<file path="config.mk">
export PLATFORM = sky130hd
export DESIGN_NAME = scd_card_if
export DESIGN_NICKNAME = d
export VERILOG_FILES = /design/src/hdl/scd_pkg.sv /design/src/hdl/scd_card_if.sv /design/src/hdl/scd_clk_div.sv /design/src/hdl/scd_line_buf.sv
export SDC_FILE = /design/constraint.sdc
export NUM_CORES = 1
export LEC_CHECK = 0
export ABC_AREA = 1
export BUFFER_PORTS_ARGS = -buffer_cell sky130_fd_sc_hd__buf_2
export CORE_MARGIN = 4
export CORE_UTILIZATION = 41
export DETAILED_ROUTE_END_ITERATION = 8
export PLACE_DENSITY_LB_ADDON = 0.08
export SLEW_MARGIN = 20
export SYNTH_ARGS = -nofsm -noshare
export SYNTH_HDL_FRONTEND = slang
export SYNTH_SLANG_ARGS = --single-unit
</file>
<file path="constraint.sdc">
create_clock -name clk_sys -period 2.1 [get_ports clk_sys]
set_input_delay 0.105 -clock clk_sys [delete_from_list [all_inputs] [get_ports clk_sys]]
set_output_delay 0.105 -clock clk_sys [all_outputs]
set_load 0.01 [all_outputs]
</file>
<file path="src/hdl/scd_pkg.sv">
// constants, register map and state types of the smart card interface control
// assumes a single 40 MHz system clock shared by every module
package scd_pkg;

   // ----------------------------------------------------------------
   // clock and timing
   // ----------------------------------------------------------------
   localparam int CLK_HZ = 40_000_000;
   localparam int CLK_PERIOD_NS = 25;
   localparam int EXT_CLK_MAX_HZ = 20_000_000;
   localparam int DEBOUNCE_TIME_US = 8000;
   localparam int DEBOUNCE_CYC = DEBOUNCE_TIME_US * (CLK_HZ / 1_000_000);
   localparam int DEBOUNCE_W = 19;
   localparam int STEP_TIME_NS = 1000;
   localparam int STEP_CYC = (STEP_TIME_NS + CLK_PERIOD_NS - 1) / CLK_PERIOD_NS;
   localparam int STEP_W = 8;

   // ----------------------------------------------------------------
   // register port
   // ----------------------------------------------------------------
   localparam int ADDR_W = 4;
   localparam int DATA_W = 8;
   localparam logic [3:0] OFS_STATUS = 4'h0;
   localparam logic [3:0] OFS_MASK = 4'h4;
   localparam logic [3:0] OFS_STATE = 4'h8;
   localparam int NUM_EV = 4;
   localparam int EV_PRES = 0;
   localparam int EV_OVLD = 1;
   localparam int EV_HEAT = 2;
   localparam int EV_DROP = 3;
   localparam logic [3:0] STATUS_RST = 4'h0;
   localparam logic [3:0] MASK_RST = 4'h0;
   localparam int ST_BIT_PRES = 7;
   localparam int ST_BIT_SUP = 6;
   localparam int ST_BIT_CLK = 5;
   localparam int ST_BIT_LINE = 4;

   // ----------------------------------------------------------------
   // divider select code {div_sel_b, div_sel_a}
   // ----------------------------------------------------------------
   localparam logic [1:0] DIV_SEL_1 = 2'h0;
   localparam logic [1:0] DIV_SEL_2 = 2'h1;
   localparam logic [1:0] DIV_SEL_4 = 2'h2;
   localparam logic [1:0] DIV_SEL_8 = 2'h3;

   // ----------------------------------------------------------------
   // line count and index
   // ----------------------------------------------------------------
   localparam int NUM_LINES = 3;
   localparam int LN_SERIAL = 0;
   localparam int LN_AUX_A = 1;
   localparam int LN_AUX_B = 2;

   // ----------------------------------------------------------------
   // types
   // ----------------------------------------------------------------
   typedef enum logic [2:0]
   {
      SEQ_IDLE = 3'h0,
      SEQ_VCC = 3'h1,
      SEQ_IO = 3'h3,
      SEQ_CLK = 3'h2,
      SEQ_RUN = 3'h6,
      SEQ_OFF_RST = 3'h7,
      SEQ_OFF_CLK = 3'h5,
      SEQ_OFF_IO = 3'h4
   } scd_seq_t;

   typedef enum logic [1:0]
   {
      OWN_IDLE = 2'h0,
      OWN_HOST = 2'h1,
      OWN_CARD = 2'h3,
      OWN_SETTLE = 2'h2
   } scd_own_t;

endpackage

</file>
<file path="src/hdl/scd_card_if.sv">
// top of the smart card interface control: sequencer, faults, interrupt, lines
// assumes all pins are synchronous to clk_sys; analog parts sit outside
//
// Local design decisions: the address map and the plain strobed port.
`timescale 1ns/100ps
module scd_card_if
   import scd_pkg::*;
#(
   parameter int DEBOUNCE_COUNT = DEBOUNCE_CYC
)
(
   input wire logic clk_sys,
   input wire logic rst,
   input wire logic div_sel_a,
   input wire logic div_sel_b,
   input wire logic ext_clock_in,
   input wire logic card_supply_sel,
   input wire logic card_detect_in_n,
   input wire logic card_detect_in,
   input wire logic activate_cmd_n,
   input wire logic host_reset_in,
   input wire logic fault_overload,
   input wire logic fault_overheat,
   input wire logic card_supply_ok,
   input wire logic host_supply_ok,
   output logic card_supply_out,
   output logic card_supply_5v,
   output logic card_clock_out,
   output logic card_reset_out,
   input wire logic host_serial_in,
   output logic host_serial_out,
   output logic host_serial_oe_n,
   input wire logic host_aux_line_a_in,
   output logic host_aux_line_a_out,
   output logic host_aux_line_a_oe_n,
   input wire logic host_aux_line_b_in,
   output logic host_aux_line_b_out,
   output logic host_aux_line_b_oe_n,
   input wire logic card_serial_line_in,
   output logic card_serial_line_out,
   output logic card_serial_line_oe_n,
   input wire logic card_aux_line_a_in,
   output logic card_aux_line_a_out,
   output logic card_aux_line_a_oe_n,
   input wire logic card_aux_line_b_in,
   output logic card_aux_line_b_out,
   output logic card_aux_line_b_oe_n,
   input wire logic [ADDR_W-1:0] reg_addr,
   input wire logic [DATA_W-1:0] reg_wdata,
   input wire logic reg_wr,
   input wire logic reg_rd,
   output logic [DATA_W-1:0] reg_rdata,
   output logic irq_n
);

   // ----------------------------------------------------------------
   // declarations
   // ----------------------------------------------------------------
   scd_seq_t seq_r;
   scd_seq_t seq_nxt;
   logic [STEP_W-1:0] step_r;
   logic [STEP_W-1:0] step_nxt;
   logic cmd_prev_r;
   logic cmd_prev_nxt;
   logic sup_on_r;
   logic sup_on_nxt;
   logic sup_5v_r;
   logic sup_5v_nxt;
   logic rst_out_r;
   logic rst_out_nxt;
   logic clk_en;
   logic line_en;
   logic present;
   logic pres_prev_r;
   logic pres_prev_nxt;
   logic [NUM_EV-1:1] flt_now;
   logic [NUM_EV-1:1] flt_prev_r;
   logic [NUM_EV-1:1] flt_prev_nxt;
   logic [NUM_EV-1:0] ev;
   logic [NUM_EV-1:0] status_r;
   logic [NUM_EV-1:0] status_nxt;
   logic [NUM_EV-1:0] mask_r;
   logic [NUM_EV-1:0] mask_nxt;
   logic [DATA_W-1:0] rdata_r;
   logic [DATA_W-1:0] rdata_nxt;
   logic irq_n_r;
   logic irq_n_nxt;
   logic cmd_fall;
   logic deact;
   logic step_done;
   logic [NUM_LINES-1:0] host_in_v;
   logic [NUM_LINES-1:0] host_out_v;
   logic [NUM_LINES-1:0] host_oe_n_v;
   logic [NUM_LINES-1:0] card_in_v;
   logic [NUM_LINES-1:0] card_out_v;
   logic [NUM_LINES-1:0] card_oe_n_v;

   // ----------------------------------------------------------------
   // presence detection and debounce
   // ----------------------------------------------------------------
   scd_debounce #(
      .CNT_W(DEBOUNCE_W),
      .CNT_MAX(DEBOUNCE_COUNT)
   ) u_debounce (
      .clk_sys(clk_sys),
      .rst(rst),
      .raw_in(!card_detect_in_n || card_detect_in),
      .present(present)
   );

   // ----------------------------------------------------------------
   // card clock divider
   // ----------------------------------------------------------------
   scd_clk_div u_clk_div (
      .clk_sys(clk_sys),
      .rst(rst),
      .enable(clk_en),
      .ext_clock_in(ext_clock_in),
      .div_code({div_sel_b, div_sel_a}),
      .clk_out(card_clock_out)
   );

   // ----------------------------------------------------------------
   // bidirectional lines
   // ----------------------------------------------------------------
   assign host_in_v = {host_aux_line_b_in, host_aux_line_a_in, host_serial_in};
   assign card_in_v = {card_aux_line_b_in, card_aux_line_a_in, card_serial_line_in};

   generate
      for (genvar i = 0; i < NUM_LINES; i++)
      begin : g_line
         scd_line_buf u_line (
            .clk_sys(clk_sys),
            .rst(rst),
            .enable(line_en),
            .host_in(host_in_v[i]),
            .host_out(host_out_v[i]),
            .host_oe_n(host_oe_n_v[i]),
            .card_in(card_in_v[i]),
            .card_out(card_out_v[i]),
            .card_oe_n(card_oe_n_v[i])
         );
      end
   endgenerate

   assign host_serial_out = host_out_v[LN_SERIAL];
   assign host_serial_oe_n = host_oe_n_v[LN_SERIAL];
   assign host_aux_line_a_out = host_out_v[LN_AUX_A];
   assign host_aux_line_a_oe_n = host_oe_n_v[LN_AUX_A];
   assign host_aux_line_b_out = host_out_v[LN_AUX_B];
   assign host_aux_line_b_oe_n = host_oe_n_v[LN_AUX_B];
   assign card_serial_line_out = card_out_v[LN_SERIAL];
   assign card_serial_line_oe_n = card_oe_n_v[LN_SERIAL];
   assign card_aux_line_a_out = card_out_v[LN_AUX_A];
   assign card_aux_line_a_oe_n = card_oe_n_v[LN_AUX_A];
   assign card_aux_line_b_out = card_out_v[LN_AUX_B];
   assign card_aux_line_b_oe_n = card_oe_n_v[LN_AUX_B];

   // ----------------------------------------------------------------
   // activation and deactivation sequencer
   // ----------------------------------------------------------------
   always_comb
   begin
      cmd_prev_nxt = activate_cmd_n;
      cmd_fall = cmd_prev_r && !activate_cmd_n;
      deact = activate_cmd_n || !present || (|flt_now);
      step_done = (step_r == STEP_W'(STEP_CYC - 1));
      seq_nxt = seq_r;
      step_nxt = step_done ? '0 : step_r + STEP_W'(1);
      case (seq_r)
         SEQ_IDLE:
         begin
            step_nxt = '0;
            if (cmd_fall && present && !(|flt_now))
               seq_nxt = SEQ_VCC;
         end
         SEQ_VCC:
            if (deact)
               seq_nxt = SEQ_OFF_RST;
            else if (step_done)
               seq_nxt = SEQ_IO;
         SEQ_IO:
            if (deact)
               seq_nxt = SEQ_OFF_RST;
            else if (step_done)
               seq_nxt = SEQ_CLK;
         SEQ_CLK:
            if (deact)
               seq_nxt = SEQ_OFF_RST;
            else if (step_done)
               seq_nxt = SEQ_RUN;
         SEQ_RUN:
         begin
            step_nxt = '0;
            if (deact)
               seq_nxt = SEQ_OFF_RST;
         end
         SEQ_OFF_RST:
            if (step_done)
               seq_nxt = SEQ_OFF_CLK;
         SEQ_OFF_CLK:
            if (step_done)
               seq_nxt = SEQ_OFF_IO;
         SEQ_OFF_IO:
            if (step_done)
               seq_nxt = SEQ_IDLE;
         default:
            seq_nxt = SEQ_IDLE;
      endcase
      if (!host_supply_ok)
      begin
         seq_nxt = SEQ_IDLE;
         step_nxt = '0;
      end
      if (seq_nxt != seq_r)
         step_nxt = '0;
      sup_on_nxt = (seq_nxt != SEQ_IDLE);
      // supply level is frozen while the card is powered
      sup_5v_nxt = sup_on_r ? sup_5v_r : card_supply_sel;
      rst_out_nxt = (seq_nxt == SEQ_RUN) && host_reset_in;
   end

   // clock runs from its step through the reset-off step on the way down, stopping when SEQ_OFF_CLK begins
   assign clk_en = (seq_r == SEQ_CLK) || (seq_r == SEQ_RUN) || (seq_r == SEQ_OFF_RST);
   assign line_en = clk_en || (seq_r == SEQ_IO) || (seq_r == SEQ_OFF_CLK);

   always_ff @(posedge clk_sys)
   begin
      if (rst)
      begin
         seq_r <= SEQ_IDLE;
         step_r <= '0;
         cmd_prev_r <= 1'b1;
         sup_on_r <= 1'b0;
         sup_5v_r <= 1'b0;
         rst_out_r <= 1'b0;
      end
      else
      begin
         seq_r <= seq_nxt;
         step_r <= step_nxt;
         cmd_prev_r <= cmd_prev_nxt;
         sup_on_r <= sup_on_nxt;
         sup_5v_r <= sup_5v_nxt;
         rst_out_r <= rst_out_nxt;
      end
   end

   assign card_supply_out = sup_on_r;
   assign card_supply_5v = sup_5v_r;
   assign card_reset_out = rst_out_r;

   // ----------------------------------------------------------------
   // events, status, mask, interrupt and register port
   // ----------------------------------------------------------------
   always_comb
   begin
      flt_now[EV_OVLD] = fault_overload;
      flt_now[EV_HEAT] = fault_overheat;
      flt_now[EV_DROP] = (sup_on_r && !card_supply_ok) || !host_supply_ok;
      flt_prev_nxt = flt_now;
      pres_prev_nxt = present;
      ev[EV_PRES] = present != pres_prev_r;
      ev[NUM_EV-1:1] = flt_now & ~flt_prev_r;
      status_nxt = status_r;
      mask_nxt = mask_r;
      if (reg_wr && reg_addr == OFS_STATUS)
         status_nxt = status_r & ~reg_wdata[NUM_EV-1:0];
      if (reg_wr && reg_addr == OFS_MASK)
         mask_nxt = reg_wdata[NUM_EV-1:0];
      // a new event wins over a clear in the same cycle
      status_nxt = status_nxt | ev;
      irq_n_nxt = !(|(status_nxt & mask_nxt));
      rdata_nxt = '0;
      if (reg_rd)
      begin
         case (reg_addr)
            OFS_STATUS: rdata_nxt[NUM_EV-1:0] = status_r;
            OFS_MASK: rdata_nxt[NUM_EV-1:0] = mask_r;
            OFS_STATE:
            begin
               rdata_nxt[ST_BIT_PRES] = present;
               rdata_nxt[ST_BIT_SUP] = sup_on_r;
               rdata_nxt[ST_BIT_CLK] = clk_en;
               rdata_nxt[ST_BIT_LINE] = line_en;
               rdata_nxt[2:0] = seq_r;
            end
            default: rdata_nxt = '0;
         endcase
      end
   end

   always_ff @(posedge clk_sys)
   begin
      if (rst)
      begin
         flt_prev_r <= '0;
         pres_prev_r <= 1'b0;
         status_r <= STATUS_RST;
         mask_r <= MASK_RST;
         irq_n_r <= 1'b1;
         rdata_r <= '0;
      end
      else
      begin
         flt_prev_r <= flt_prev_nxt;
         pres_prev_r <= pres_prev_nxt;
         status_r <= status_nxt;
         mask_r <= mask_nxt;
         irq_n_r <= irq_n_nxt;
         rdata_r <= rdata_nxt;
      end
   end

   assign irq_n = irq_n_r;
   assign reg_rdata = rdata_r;

endmodule

// ----------------------------------------------------------------
// presence debounce: insertion waits the full count, removal is immediate
// ----------------------------------------------------------------
module scd_debounce
#(
   parameter int CNT_W = 19,
   parameter int CNT_MAX = 320000
)
(
   input wire logic clk_sys,
   input wire logic rst,
   input wire logic raw_in,
   output logic present
);

   logic [CNT_W-1:0] cnt_r;
   logic [CNT_W-1:0] cnt_nxt;
   logic pres_r;
   logic pres_nxt;

   always_comb
   begin
      cnt_nxt = cnt_r;
      pres_nxt = pres_r;
      if (!raw_in)
      begin
         cnt_nxt = '0;
         pres_nxt = 1'b0;
      end
      else if (!pres_r)
      begin
         if (cnt_r == CNT_W'(CNT_MAX - 1))
            pres_nxt = 1'b1;
         else
            cnt_nxt = cnt_r + CNT_W'(1);
      end
   end

   always_ff @(posedge clk_sys)
   begin
      if (rst)
      begin
         cnt_r <= '0;
         pres_r <= 1'b0;
      end
      else
      begin
         cnt_r <= cnt_nxt;
         pres_r <= pres_nxt;
      end
   end

   assign present = pres_r;

endmodule

</file>
<file path="src/hdl/scd_clk_div.sv">
// card clock divider: divides the sampled external clock by 1, 2, 4 or 8
// assumes ext_clock_in is synchronous to clk_sys and at most half its rate
`timescale 1ns/100ps
module scd_clk_div
   import scd_pkg::*;
(
   input wire logic clk_sys,
   input wire logic rst,
   input wire logic enable,
   input wire logic ext_clock_in,
   input wire logic [1:0] div_code,
   output logic clk_out
);

   logic ext_prev_r;
   logic ext_prev_nxt;
   logic [2:0] cnt_r;
   logic [2:0] cnt_nxt;
   logic clk_out_r;
   logic clk_out_nxt;

   always_comb
   begin
      ext_prev_nxt = ext_clock_in;
      cnt_nxt = cnt_r;
      if (!enable)
         cnt_nxt = 3'h0;
      else if (ext_clock_in && !ext_prev_r)
         cnt_nxt = cnt_r + 3'h1;
      case (div_code)
         DIV_SEL_1: clk_out_nxt = ext_clock_in;
         DIV_SEL_2: clk_out_nxt = cnt_nxt[0];
         DIV_SEL_4: clk_out_nxt = cnt_nxt[1];
         DIV_SEL_8: clk_out_nxt = cnt_nxt[2];
         default: clk_out_nxt = 1'b0;
      endcase
      if (!enable)
         clk_out_nxt = 1'b0;
   end

   always_ff @(posedge clk_sys)
   begin
      if (rst)
      begin
         ext_prev_r <= 1'b0;
         cnt_r <= 3'h0;
         clk_out_r <= 1'b0;
      end
      else
      begin
         ext_prev_r <= ext_prev_nxt;
         cnt_r <= cnt_nxt;
         clk_out_r <= clk_out_nxt;
      end
   end

   assign clk_out = clk_out_r;

endmodule

</file>
<file path="src/hdl/scd_line_buf.sv">
// open-drain bridge of one card line and its host-side mirror
// assumes both wires are pulled up outside and resolved by the surroundings
`timescale 1ns/100ps
module scd_line_buf
   import scd_pkg::*;
(
   input wire logic clk_sys,
   input wire logic rst,
   input wire logic enable,
   input wire logic host_in,
   output logic host_out,
   output logic host_oe_n,
   input wire logic card_in,
   output logic card_out,
   output logic card_oe_n
);

   scd_own_t own_r;
   scd_own_t own_nxt;
   logic host_oe_n_r;
   logic host_oe_n_nxt;
   logic card_oe_n_r;
   logic card_oe_n_nxt;
   logic drive_lvl_r;

   always_comb
   begin
      own_nxt = own_r;
      case (own_r)
         OWN_IDLE:
            if (!host_in)
               own_nxt = OWN_HOST;
            else if (!card_in)
               own_nxt = OWN_CARD;
         OWN_HOST:
            if (host_in)
               own_nxt = OWN_SETTLE;
         OWN_CARD:
            if (card_in)
               own_nxt = OWN_SETTLE;
         OWN_SETTLE:
            own_nxt = OWN_IDLE;
         default:
            own_nxt = OWN_IDLE;
      endcase
      // a closed bridge waits in settle so its own held-low card contact is not seen as the card
      if (!enable)
         own_nxt = OWN_SETTLE;
      // released side rests high on its pull-up
      card_oe_n_nxt = !(own_nxt == OWN_HOST);
      host_oe_n_nxt = !(own_nxt == OWN_CARD);
      // a closed interface holds the card contact low
      if (!enable)
      begin
         card_oe_n_nxt = 1'b0;
         host_oe_n_nxt = 1'b1;
      end
   end

   always_ff @(posedge clk_sys)
   begin
      if (rst)
      begin
         own_r <= OWN_IDLE;
         host_oe_n_r <= 1'b1;
         card_oe_n_r <= 1'b0;
         drive_lvl_r <= 1'b0;
      end
      else
      begin
         own_r <= own_nxt;
         host_oe_n_r <= host_oe_n_nxt;
         card_oe_n_r <= card_oe_n_nxt;
         drive_lvl_r <= 1'b0;
      end
   end

   assign host_out = drive_lvl_r;
   assign host_oe_n = host_oe_n_r;
   assign card_out = drive_lvl_r;
   assign card_oe_n = card_oe_n_r;

endmodule

</file>
# Word-level counts from Yosys, hierarchy flattened
# Index checks and enable logic that the tools add are counted.
# totals
in_bits	34
elab_cells	162
ff_bits	73
out_inout_bits	25
# op_classes
muxes	40
n_addsub	3
n_bitwise	14
n_eq_ne	32
reduce_logical	46
# ops
op	count
two-way mux 3 bit	14
two-way mux 2 bit	15
case mux 2 bit (4 select lines)	3
case mux 3 bit (8 select lines)	1
equality test 2 bit (second input constant)	11
adder 19 x 1 -> 19 bit (second input constant)	1
equality test 19 bit (second input constant)	1
equality test 3 bit (second input constant)	5
equality test 2 x 1 -> 1 bit (second input constant)	7
zero test 1 bit	14
case mux 3 bit (3 select lines)	1
adder 8 x 1 -> 8 bit (second input constant)	1
AND 4 bit	2
equality test 8 x 6 -> 1 bit (second input constant)	1
logical AND 1 bit	8
zero test 2 bit	4
logical OR 1 bit	8
two-way mux 4 bit	2
NOT 1 bit	8
OR reduction 2 bit	4
equality test 3 x 2 -> 1 bit (second input constant)	2
OR reduction 3 bit	2
OR reduction 6 bit	1
equality test 4 x 3 -> 1 bit (second input constant)	1
17 further kinds	18

# Longest topological paths before layout
# Gate-level depths: netlist of run 1.
# logic_depth
ltp_word	11
mapped_depth	11
depth_no_buf	10

# Modules after synthesis
# A second synthesis of run 1 with hierarchy kept.
# hier_totals
cells_unflattened	526
area_unflattened_um2	3657.3
# by_module_without_submodules
mod	n_inst	area_per_inst_um2	seq_area_each_um2	cells_per_inst
scd_card_if	1	1680.4	720.7	234
scd_debounce	1	1243.7	400.4	189
scd_line_buf	3	158.9	80.1	21
scd_clk_div	1	256.5	100.1	40

# Worst setup path before layout of run 1
# No wires, ideal clock.
# synth_timing
kind	flip-flop to flip-flop
start	reg u_debounce.cnt_r[0]
end	reg u_debounce.cnt_r[14]
n_path_buf	1
t_required_ns	1.965
setup_ns	0.135
synth_period_minus_slack_ns	1.625
path_stages_with_launch	12
arrival_time_ns	1.490
path_slack_ns	0.475
cell_sequence	dfxtp_1 -> ha_1 -> inv_2 -> nor2_4 -> nand2_2 -> inv_2 -> nand3_4 -> nand2_8 -> inv_2 -> buf_6 -> nand2_1 -> a21oi_2
# synth_between
elab_chain_len	3
word_cells_on_any_way	4
cone_classes	1 x add/sub; 1 x eq/ne; 1 x bitwise; 1 x reduce/logical
# synth_rtl
element	line	source
start, declared	scd_card_if.sv:335	logic [CNT_W-1:0] cnt_r;
start signal, assigned	scd_card_if.sv:367	cnt_r <= cnt_nxt;
branches (longest 3 deep; another with adder 19 x 1 -> 19 bit)	--	
# Several ways; the timed one is not identified.
# A chain may end at the register's enable or synchronous reset.

# Worst setup path after layout of run 1
# layout_timing
start	reg u_debounce.cnt_r[0]
end	reg u_debounce.cnt_r[11]
# The elaborated chain is that of the path after synthesis.

==> reports/qor.csv, run 1 <==
metric;value;unit
synth_warnings;0;
cts_buffers;9;
slew_viol_final;0;
cp_max_fo;19;
hp-class;in -> reg;
area_growth;17.1;%
drtIter0Drc;120;
met1_usage;0.202;
clock_latency;0.34;ns
power_frac_seq;0.513;
finalHoldViolCount;0;
synth_edf_count;0;
synth-main-ff-cell;dfxtp_1;
use_met2;0.242;
setup_tns;0;ns
grt_max_degree;20;
status;complete, no violations;
multi_input_comb_area;0.00170;mm2
holdBufCountCts;4;
slowest_delay;0.43;ns
critPathSlowestCell;dfxtp_1;
wl_per_cell;10.8;um
period_needed;1.72;ns
maxCapViolCount;0;
final_nets;597;
crit_family;simple AND/OR/NAND/NOR gates;
clock_path_buffers;2;
post_synth.cell_area_avg;6.93;um2
cts_tree;yes;
nFillCells;866;
setup_ws;0.381;ns
ys_async_sr_fraction;0;
ys_types;30;
cpMostUsedCell;inv_2;
die_w;99.9;um
die_y;99.9;um
core;0.00822;mm2
grt_overflow_total;0;
ioPinCount;59;
end_kind;register;
post_cts_resized;0;
finalWirelength;7260;um
path_class;reg -> reg;
grt_usage;0.152;
vias;3130;
ys_ff_latch;73;
clk_pin_slew;0.08;ns
cts_sinks;73;
use_met3;0.0264;
worst-path-buf-inv;3;
setup_violations;0;
rsz0062_at_grt;false;
vdd_drop_max;0.267;mV
antennaDiodeCount;0;
power_density;680;mW/mm2
start_util;0.421;
yosysSeqAreaShare;0.422;
pwr-share-comb;0.050;
reg2reg_setup_slack;0.38;ns
fmax;582;MHz
seq_area;0.00146;mm2
place_ws;0.379;ns
cts-root-buf;clkbuf_8;
post-cts-setup-buffer-count;0;
num_rows;33;
antenna_found_initial;0;
power.share.switching;0.228;
worstSetupStartpointType;register;
dieArea;0.00997;mm2
io_buffers;48;
viasPerCell;4.67;
gp_congestion;0.847;
internal-power;2130;uW
drc;0;
skew;0.00829;ns
power_leakage;0.00182;uW
drive_gt1_frac;0.159;
critPathRequiredTime;2.33;ns
switching_power;628;uW
first_pass_iters;4;
path_cells;ha_1, inv_2, nor2_4, nand2_2, inv_2, nand3_4, nand2_8, inv_2, nand2_1, a21oi_2;
arrival;1.95;ns
dp_hpwl;5420;um
postRouteAntennaNets;0;
cts-htree-levels;3;
syn_area;0.00346;mm2
clkPwrFrac;0.436;
finalCritPeriodShare;0.818;
grt_pass1_wl;12400;um
synthesis.instances;499;
grt_busiest_layer;met2;
first_global_vias;2732;
routing by layer:
layer  wire length [um]  part of all wire
met3                312             0.043
met2               3320              0.46
met1               3470              0.48
met4                163             0.022
met5                  0                 0
placed cells by master (no fill, tap or decap):
master	netlist	final
clkinv_1	2	2
inv_6	0	1
dfxtp_1	73	73
xnor2_1	6	6
a21oi_1	38	38
xor2_1	17	17
or2_2	5	5
nor2_2	3	3
inv_1	56	56
nand3_1	34	34
nand3_4	1	1
o21ai_1	1	1
clkinv_4	0	1
a21oi_2	4	4
clkinv_2	0	3
nor2_1	79	79
nand2_8	1	1
nand2_2	3	3
ha_1	3	3
dlygate4sd3_1	0	4
nand2_1	133	133
buf_4	6	5
o21ai_0	16	16
bufinv_16	0	2
buf_2	1	48
inv_2	3	3
clkbuf_8	0	9
nor2_4	1	1
nor3_1	4	4
nand4_1	2	2
conb_1	1	6
o21a_1	1	1
power by group through the flow:
stage               Combinational [uW]  Sequential, uW  Clock [uW]
finish                             139            1410        1200
global route                       160            1420        1290
CTS                                140            1410        1240
detailed placement                 134            1450           0
global placement                   132            1450           0
floorplan                         86.6            1440           0
cell usage after synthesis, types with 4 or more instances:
library cell	count	area share
a21oi_1	38	0.055
a21oi_2	4	0.010
buf_4	6	0.013
dfxtp_1	73	0.42
inv_1	56	0.061
nand2_1	133	0.14
nand3_1	34	0.049
nor2_1	79	0.086
nor3_1	4	0.0058
o21ai_0	16	0.023
or2_2	5	0.0090
xnor2_1	6	0.015
xor2_1	17	0.043
final cells by class:
| class | instances | area share |
|---|---|---|
| Tap cell | 105 | 0.0324 |
| Inverter | 61 | 0.0565 |
| Multi-Input combinational cell | 358 | 0.418 |
| Timing Repair Buffer | 57 | 0.0784 |
| Sequential cell | 73 | 0.361 |
| Clock buffer | 9 | 0.0306 |
| Clock inverter | 7 | 0.0229 |
tightest hold or removal path, delay by kind of cell:
kind / cells / cell delay, ns
buf+inv: 2 / 0.14
simple gates: 1 / 0.08
registers in the layout (all words and copies together) (netlist names):
register,cells
card_reset_out,1
card_supply_5v,1
card_supply_out,1
cmd_prev_r,1
flt_prev_r,3
g_line.u_line.card_oe_n,3
g_line.u_line.host_oe_n,3
g_line.u_line.own_r,6
irq_n,1
mask_r,4
pres_prev_r,1
reg_rdata,8
seq_r,3
status_r,4
step_r,8
u_clk_div.clk_out,1
u_clk_div.cnt_r,3
u_clk_div.ext_prev_r,1
u_debounce.cnt_r,19
u_debounce.present,1
cells by family after synthesis:
logic type,synth area share
AND/OR/NAND/NOR,0.323
AO/OA/AOI/OAI,0.0919
buffers and inverters,0.0929
flip-flops,0.422
adder cells (fa/ha/maj),0.0109
XOR/XNOR,0.0582
other,0.00108
worst paths after layout:
kind	startpoint	end	cells after the start
setup / recovery	u_debounce.cnt_r[0]	u_debounce.cnt_r[11]	10
hold / removal	ext_clock_in	u_clk_div.ext_prev_r	3
setup reg to reg	u_debounce.cnt_r[0]	u_debounce.cnt_r[11]	10
hold reg to reg	step_r[0]	step_r[0]	1
through the flow:
step	instances	cell area, um2	total power [uW]	util	hold WS [ns]
4_1_cts	670	4050	2790	0.493	0.00566
3_5_place_dp	650	3790	1580	0.462	0.344
2_1_floorplan	504	3480	1530	-	0.202
5_1_grt	670	4050	2870	0.493	0.0170
3_3_place_gp	650	3790	1580	0.462	0.339
6_report	670	4050	2760	0.493	0.0158
No activity file was read; power rests on OpenSTA's default activity.
==> run 2: changes to the inputs <==
--- a/config.mk
+++ b/config.mk
@@ -5,7 +5,7 @@
 export SDC_FILE = /design/constraint.sdc
 export NUM_CORES = 1
 export LEC_CHECK = 0
-export ABC_AREA = 1
+export ABC_AREA = 0
 export BUFFER_PORTS_ARGS = -buffer_cell sky130_fd_sc_hd__buf_2
 export CORE_MARGIN = 4
 export CORE_UTILIZATION = 41
==> constraint.sdc (replaced) <==
create_clock -name clk_sys -period 1.47 [get_ports clk_sys]
set_input_delay 0.0735 -clock clk_sys [delete_from_list [all_inputs] [get_ports clk_sys]]
set_output_delay 0.0735 -clock clk_sys [all_outputs]
set_load 0.01 [all_outputs]
==> run 2 against run 1 <==
Compared with the run above:
- the run now ends with negative setup slack left
- fmax up 12%
- area after synthesis down 10%
- clock power up 59%
- utilization up 10 points
- first-iteration DRC count up 5.8%
- worst hold slack worse by 0.0046 ns
- sequential power up 43%
- critical endpoint is now u_debounce.cnt_r[4]
- critical path depth down 5
- clock skew up 0.0012 ns
- total power up 51%
- largest power group unchanged
- flip-flop and latch count unchanged
==> reports/qor.csv, run 2 <==
metric;value;unit;change
status;finished, violations left;;was complete, no violations
failed_checks;negative setup slack;;
antenna_found_initial;0;;unchanged
whs;0.0112;ns;was 0.0158 ns
use_met2;0.282;;was 0.242
synth_warnings;0;;unchanged
final_common_cell;nor2_1;;was nand2_1
vias;2760;;was 3130
critPathRequiredTime;1.76;ns;was 2.33 ns
ys_async_sr_fraction;0;;unchanged
grt_pass1_wl;11600;um;was 12400 um
path_class;reg -> reg;;unchanged
cp_max_fo;5;;was 19
cts_sinks;73;;unchanged
start_util;0.426;;was 0.421
grt_usage;0.166;;was 0.152
fmax;651;MHz;was 582 MHz
ioPinCount;59;;unchanged
cts_tree;yes;;unchanged
dp_hpwl;4950;um;was 5420 um
grt_busiest_layer;met2;;unchanged
maxCapViolCount;0;;unchanged
clock_path_buffers;2;;unchanged
viasPerCell;4.88;;was 4.67
finalCritPeriodShare;1.05;;was 0.818
hp-class;in -> reg;;unchanged
synth_edf_count;0;;unchanged
regMostFlops;u_debounce.cnt_r;;unchanged
end_kind;register;;unchanged
first_global_vias;2574;;was 2732
grt_max_degree;31;;was 20
synthTopCellsByArea;dfxtp_1 47%, nor2_1 8.5%, xor2_1 4.5%;;was dfxtp_1 42%, nand2_1 14%, nor2_1 8.6%
core;0.00729;mm2;was 0.00822 mm2
slew_viol_final;0;;unchanged
finalHoldViolCount;0;;unchanged
ys_types;53;;was 30
clock_latency;0.35;ns;was 0.34 ns
final_nets;498;;was 597
synth-main-ff-cell;dfxtp_1;;unchanged
die_y;95.0;um;was 99.9 um
dieArea;0.00903;mm2;was 0.00997 mm2
drtIter0Drc;127;;was 120
period_needed;1.54;ns;was 1.72 ns
largest_register_ffs;19;;unchanged
power_density;959;mW/mm2;was 680 mW/mm2
drc;0;;unchanged
first_pass_iters;4;;unchanged
power.total;4170;uW;was 2760 uW
ys_top_cells_by_count;73 x dfxtp_1, 70 x nor2_1, 25 x a21oi_1, 16 x xor2_1, 15 x nand2_1;;was 133 x nand2_1, 79 x nor2_1, 73 x dfxtp_1, 56 x inv_1, 38 x a21oi_1
yosysSeqAreaShare;0.471;;was 0.422
grt_overflow_total;0;;unchanged
syn_area;0.00310;mm2;was 0.00346 mm2
area_growth;40.1;%;was 17.1%
synth_top_area_share;0.471;;was 0.422
io_buffers;48;;unchanged
use_met3;0.0474;;was 0.0264
gp_congestion;0.855;;was 0.847
synth.largest_area_cell;dfxtp_1;;unchanged
vdd_drop_max;0.564;mV;was 0.267 mV
final_cell_mix;69 x nor2_1, 64 x dfxtp_1, 48 x buf_2, 48 x buf_4, 23 x a21oi_1;;was 133 x nand2_1, 79 x nor2_1, 73 x dfxtp_1, 56 x inv_1, 48 x buf_2
finalWirelength;7210;um;was 7260 um
setup_violations;11;;was 0
cts-htree-levels;3;;unchanged
wl_per_cell;12.8;um;was 10.8 um
rsz0062_at_grt;true;;was false
arrival;1.83;ns;was 1.95 ns
post_synth.cell_area_avg;8.87;um2;was 6.93 um2
num_rows;31;;was 33
ys_ff_latch;73;;unchanged
synth.most_common_cell;dfxtp_1;;was nand2_1
setup_ws;-0.0663;ns;was 0.381 ns
cts-root-buf;clkbuf_8;;unchanged
clk_pin_slew;0.08;ns;about the same
antennaDiodeCount;0;;unchanged
power_leakage;0.00185;uW;was 0.00182 uW
postRouteAntennaNets;0;;unchanged
drive_gt1_frac;0.324;;was 0.159
synthesis.instances;350;;was 499
met1_usage;0.198;;was 0.202
cts_buffers;9;;unchanged
die_w;95.0;um;was 99.9 um
skew;0.00952;ns;was 0.00829 ns
worstSetupStartpointType;register;;unchanged
[run 2: metrics by stage]
stage | worst slack (ns) | std cells | area, um2 | utilization | setup TNS [ns]
final | -0.0663 | 565 | 4350 | 0.597 | -0.354
after floorplan | 0.00371 | 355 | 3130 | - | 0
after detailed placement | -0.135 | 531 | 3740 | 0.513 | -1.85
after CTS | -0.114 | 560 | 4190 | 0.575 | -0.986
after global placement | -0.108 | 531 | 3740 | 0.513 | -1.49
after global routing | -0.117 | 565 | 4350 | 0.597 | -1.34
[run 2: logic make-up (layout without fill, tap and decap cells)]
group | count (synthesis) | in the layout | synth area share
AND/OR/NAND/NOR | 154 | 154 | 0.259
flip-flops | 73 | 73 | 0.471
AO/OA/AOI/OAI | 58 | 59 | 0.116
buffers and inverters | 27 | 137 | 0.0407
XOR/XNOR | 23 | 23 | 0.0649
multiplexers | 11 | 11 | 0.0355
adder cells (fa/ha/maj) | 3 | 3 | 0.0121
other | 1 | 6 | 0.00121
[run 2: timing repair]
item,in CTS,in global routing
setup buffers,1,5
cloned,1,0
hold endpoints to repair,12,0
hold buffers,12,0
setup endpoints to repair,26,33
resized for setup,19,28
pin swaps,10,25
[run 2: metal layers]
| metal | up-vias | part of all wire | wire [um] |
|---|---|---|---|
| met2 | 49 | 0.49 | 3540 |
| li1 | 1417 | - | - |
| met1 | 1285 | 0.45 | 3230 |
| met5 | - | 0 | 0 |
| met3 | 9 | 0.047 | 342 |
| met4 | 0 | 0.012 | 90 |
[run 2: cell type report]
type	count	area [um2]
clock inverters	6	115
well taps	99	124
repair buffers	109	732
fillers	689	2940
clock buffers	10	128
flip-flops and latches	73	1480
multi-input cells	256	1730
inverters	12	45.0
[run 2: where the power goes]
group / switching (uW) / internal (uW) / leakage (uW)
clock: 771 / 1140 / 0.000117
sequential: 20.0 / 2000 / 0.000597
combinational: 124 / 118 / 0.00114
[run 2: worst max-delay path, cell delays in order (launching register included)]
cell and delay (ns):
dfxtp_4 0.38, nor4bb_4 0.35, and3_4 0.31, nand3_1 0.13
a31oi_1 0.19, a41o_1 0.12
[run 2: final timing paths]
path	cells after the start	end	slack, ns	startpoint
max	5	u_debounce.cnt_r[4]	-0.07	u_debounce.cnt_r[9]
min reg2reg	2	reg_rdata[0]	0.49	mask_r[0]
max reg2reg	5	u_debounce.cnt_r[4]	-0.07	u_debounce.cnt_r[9]
min	3	flt_prev_r[1]	0.01	fault_overload
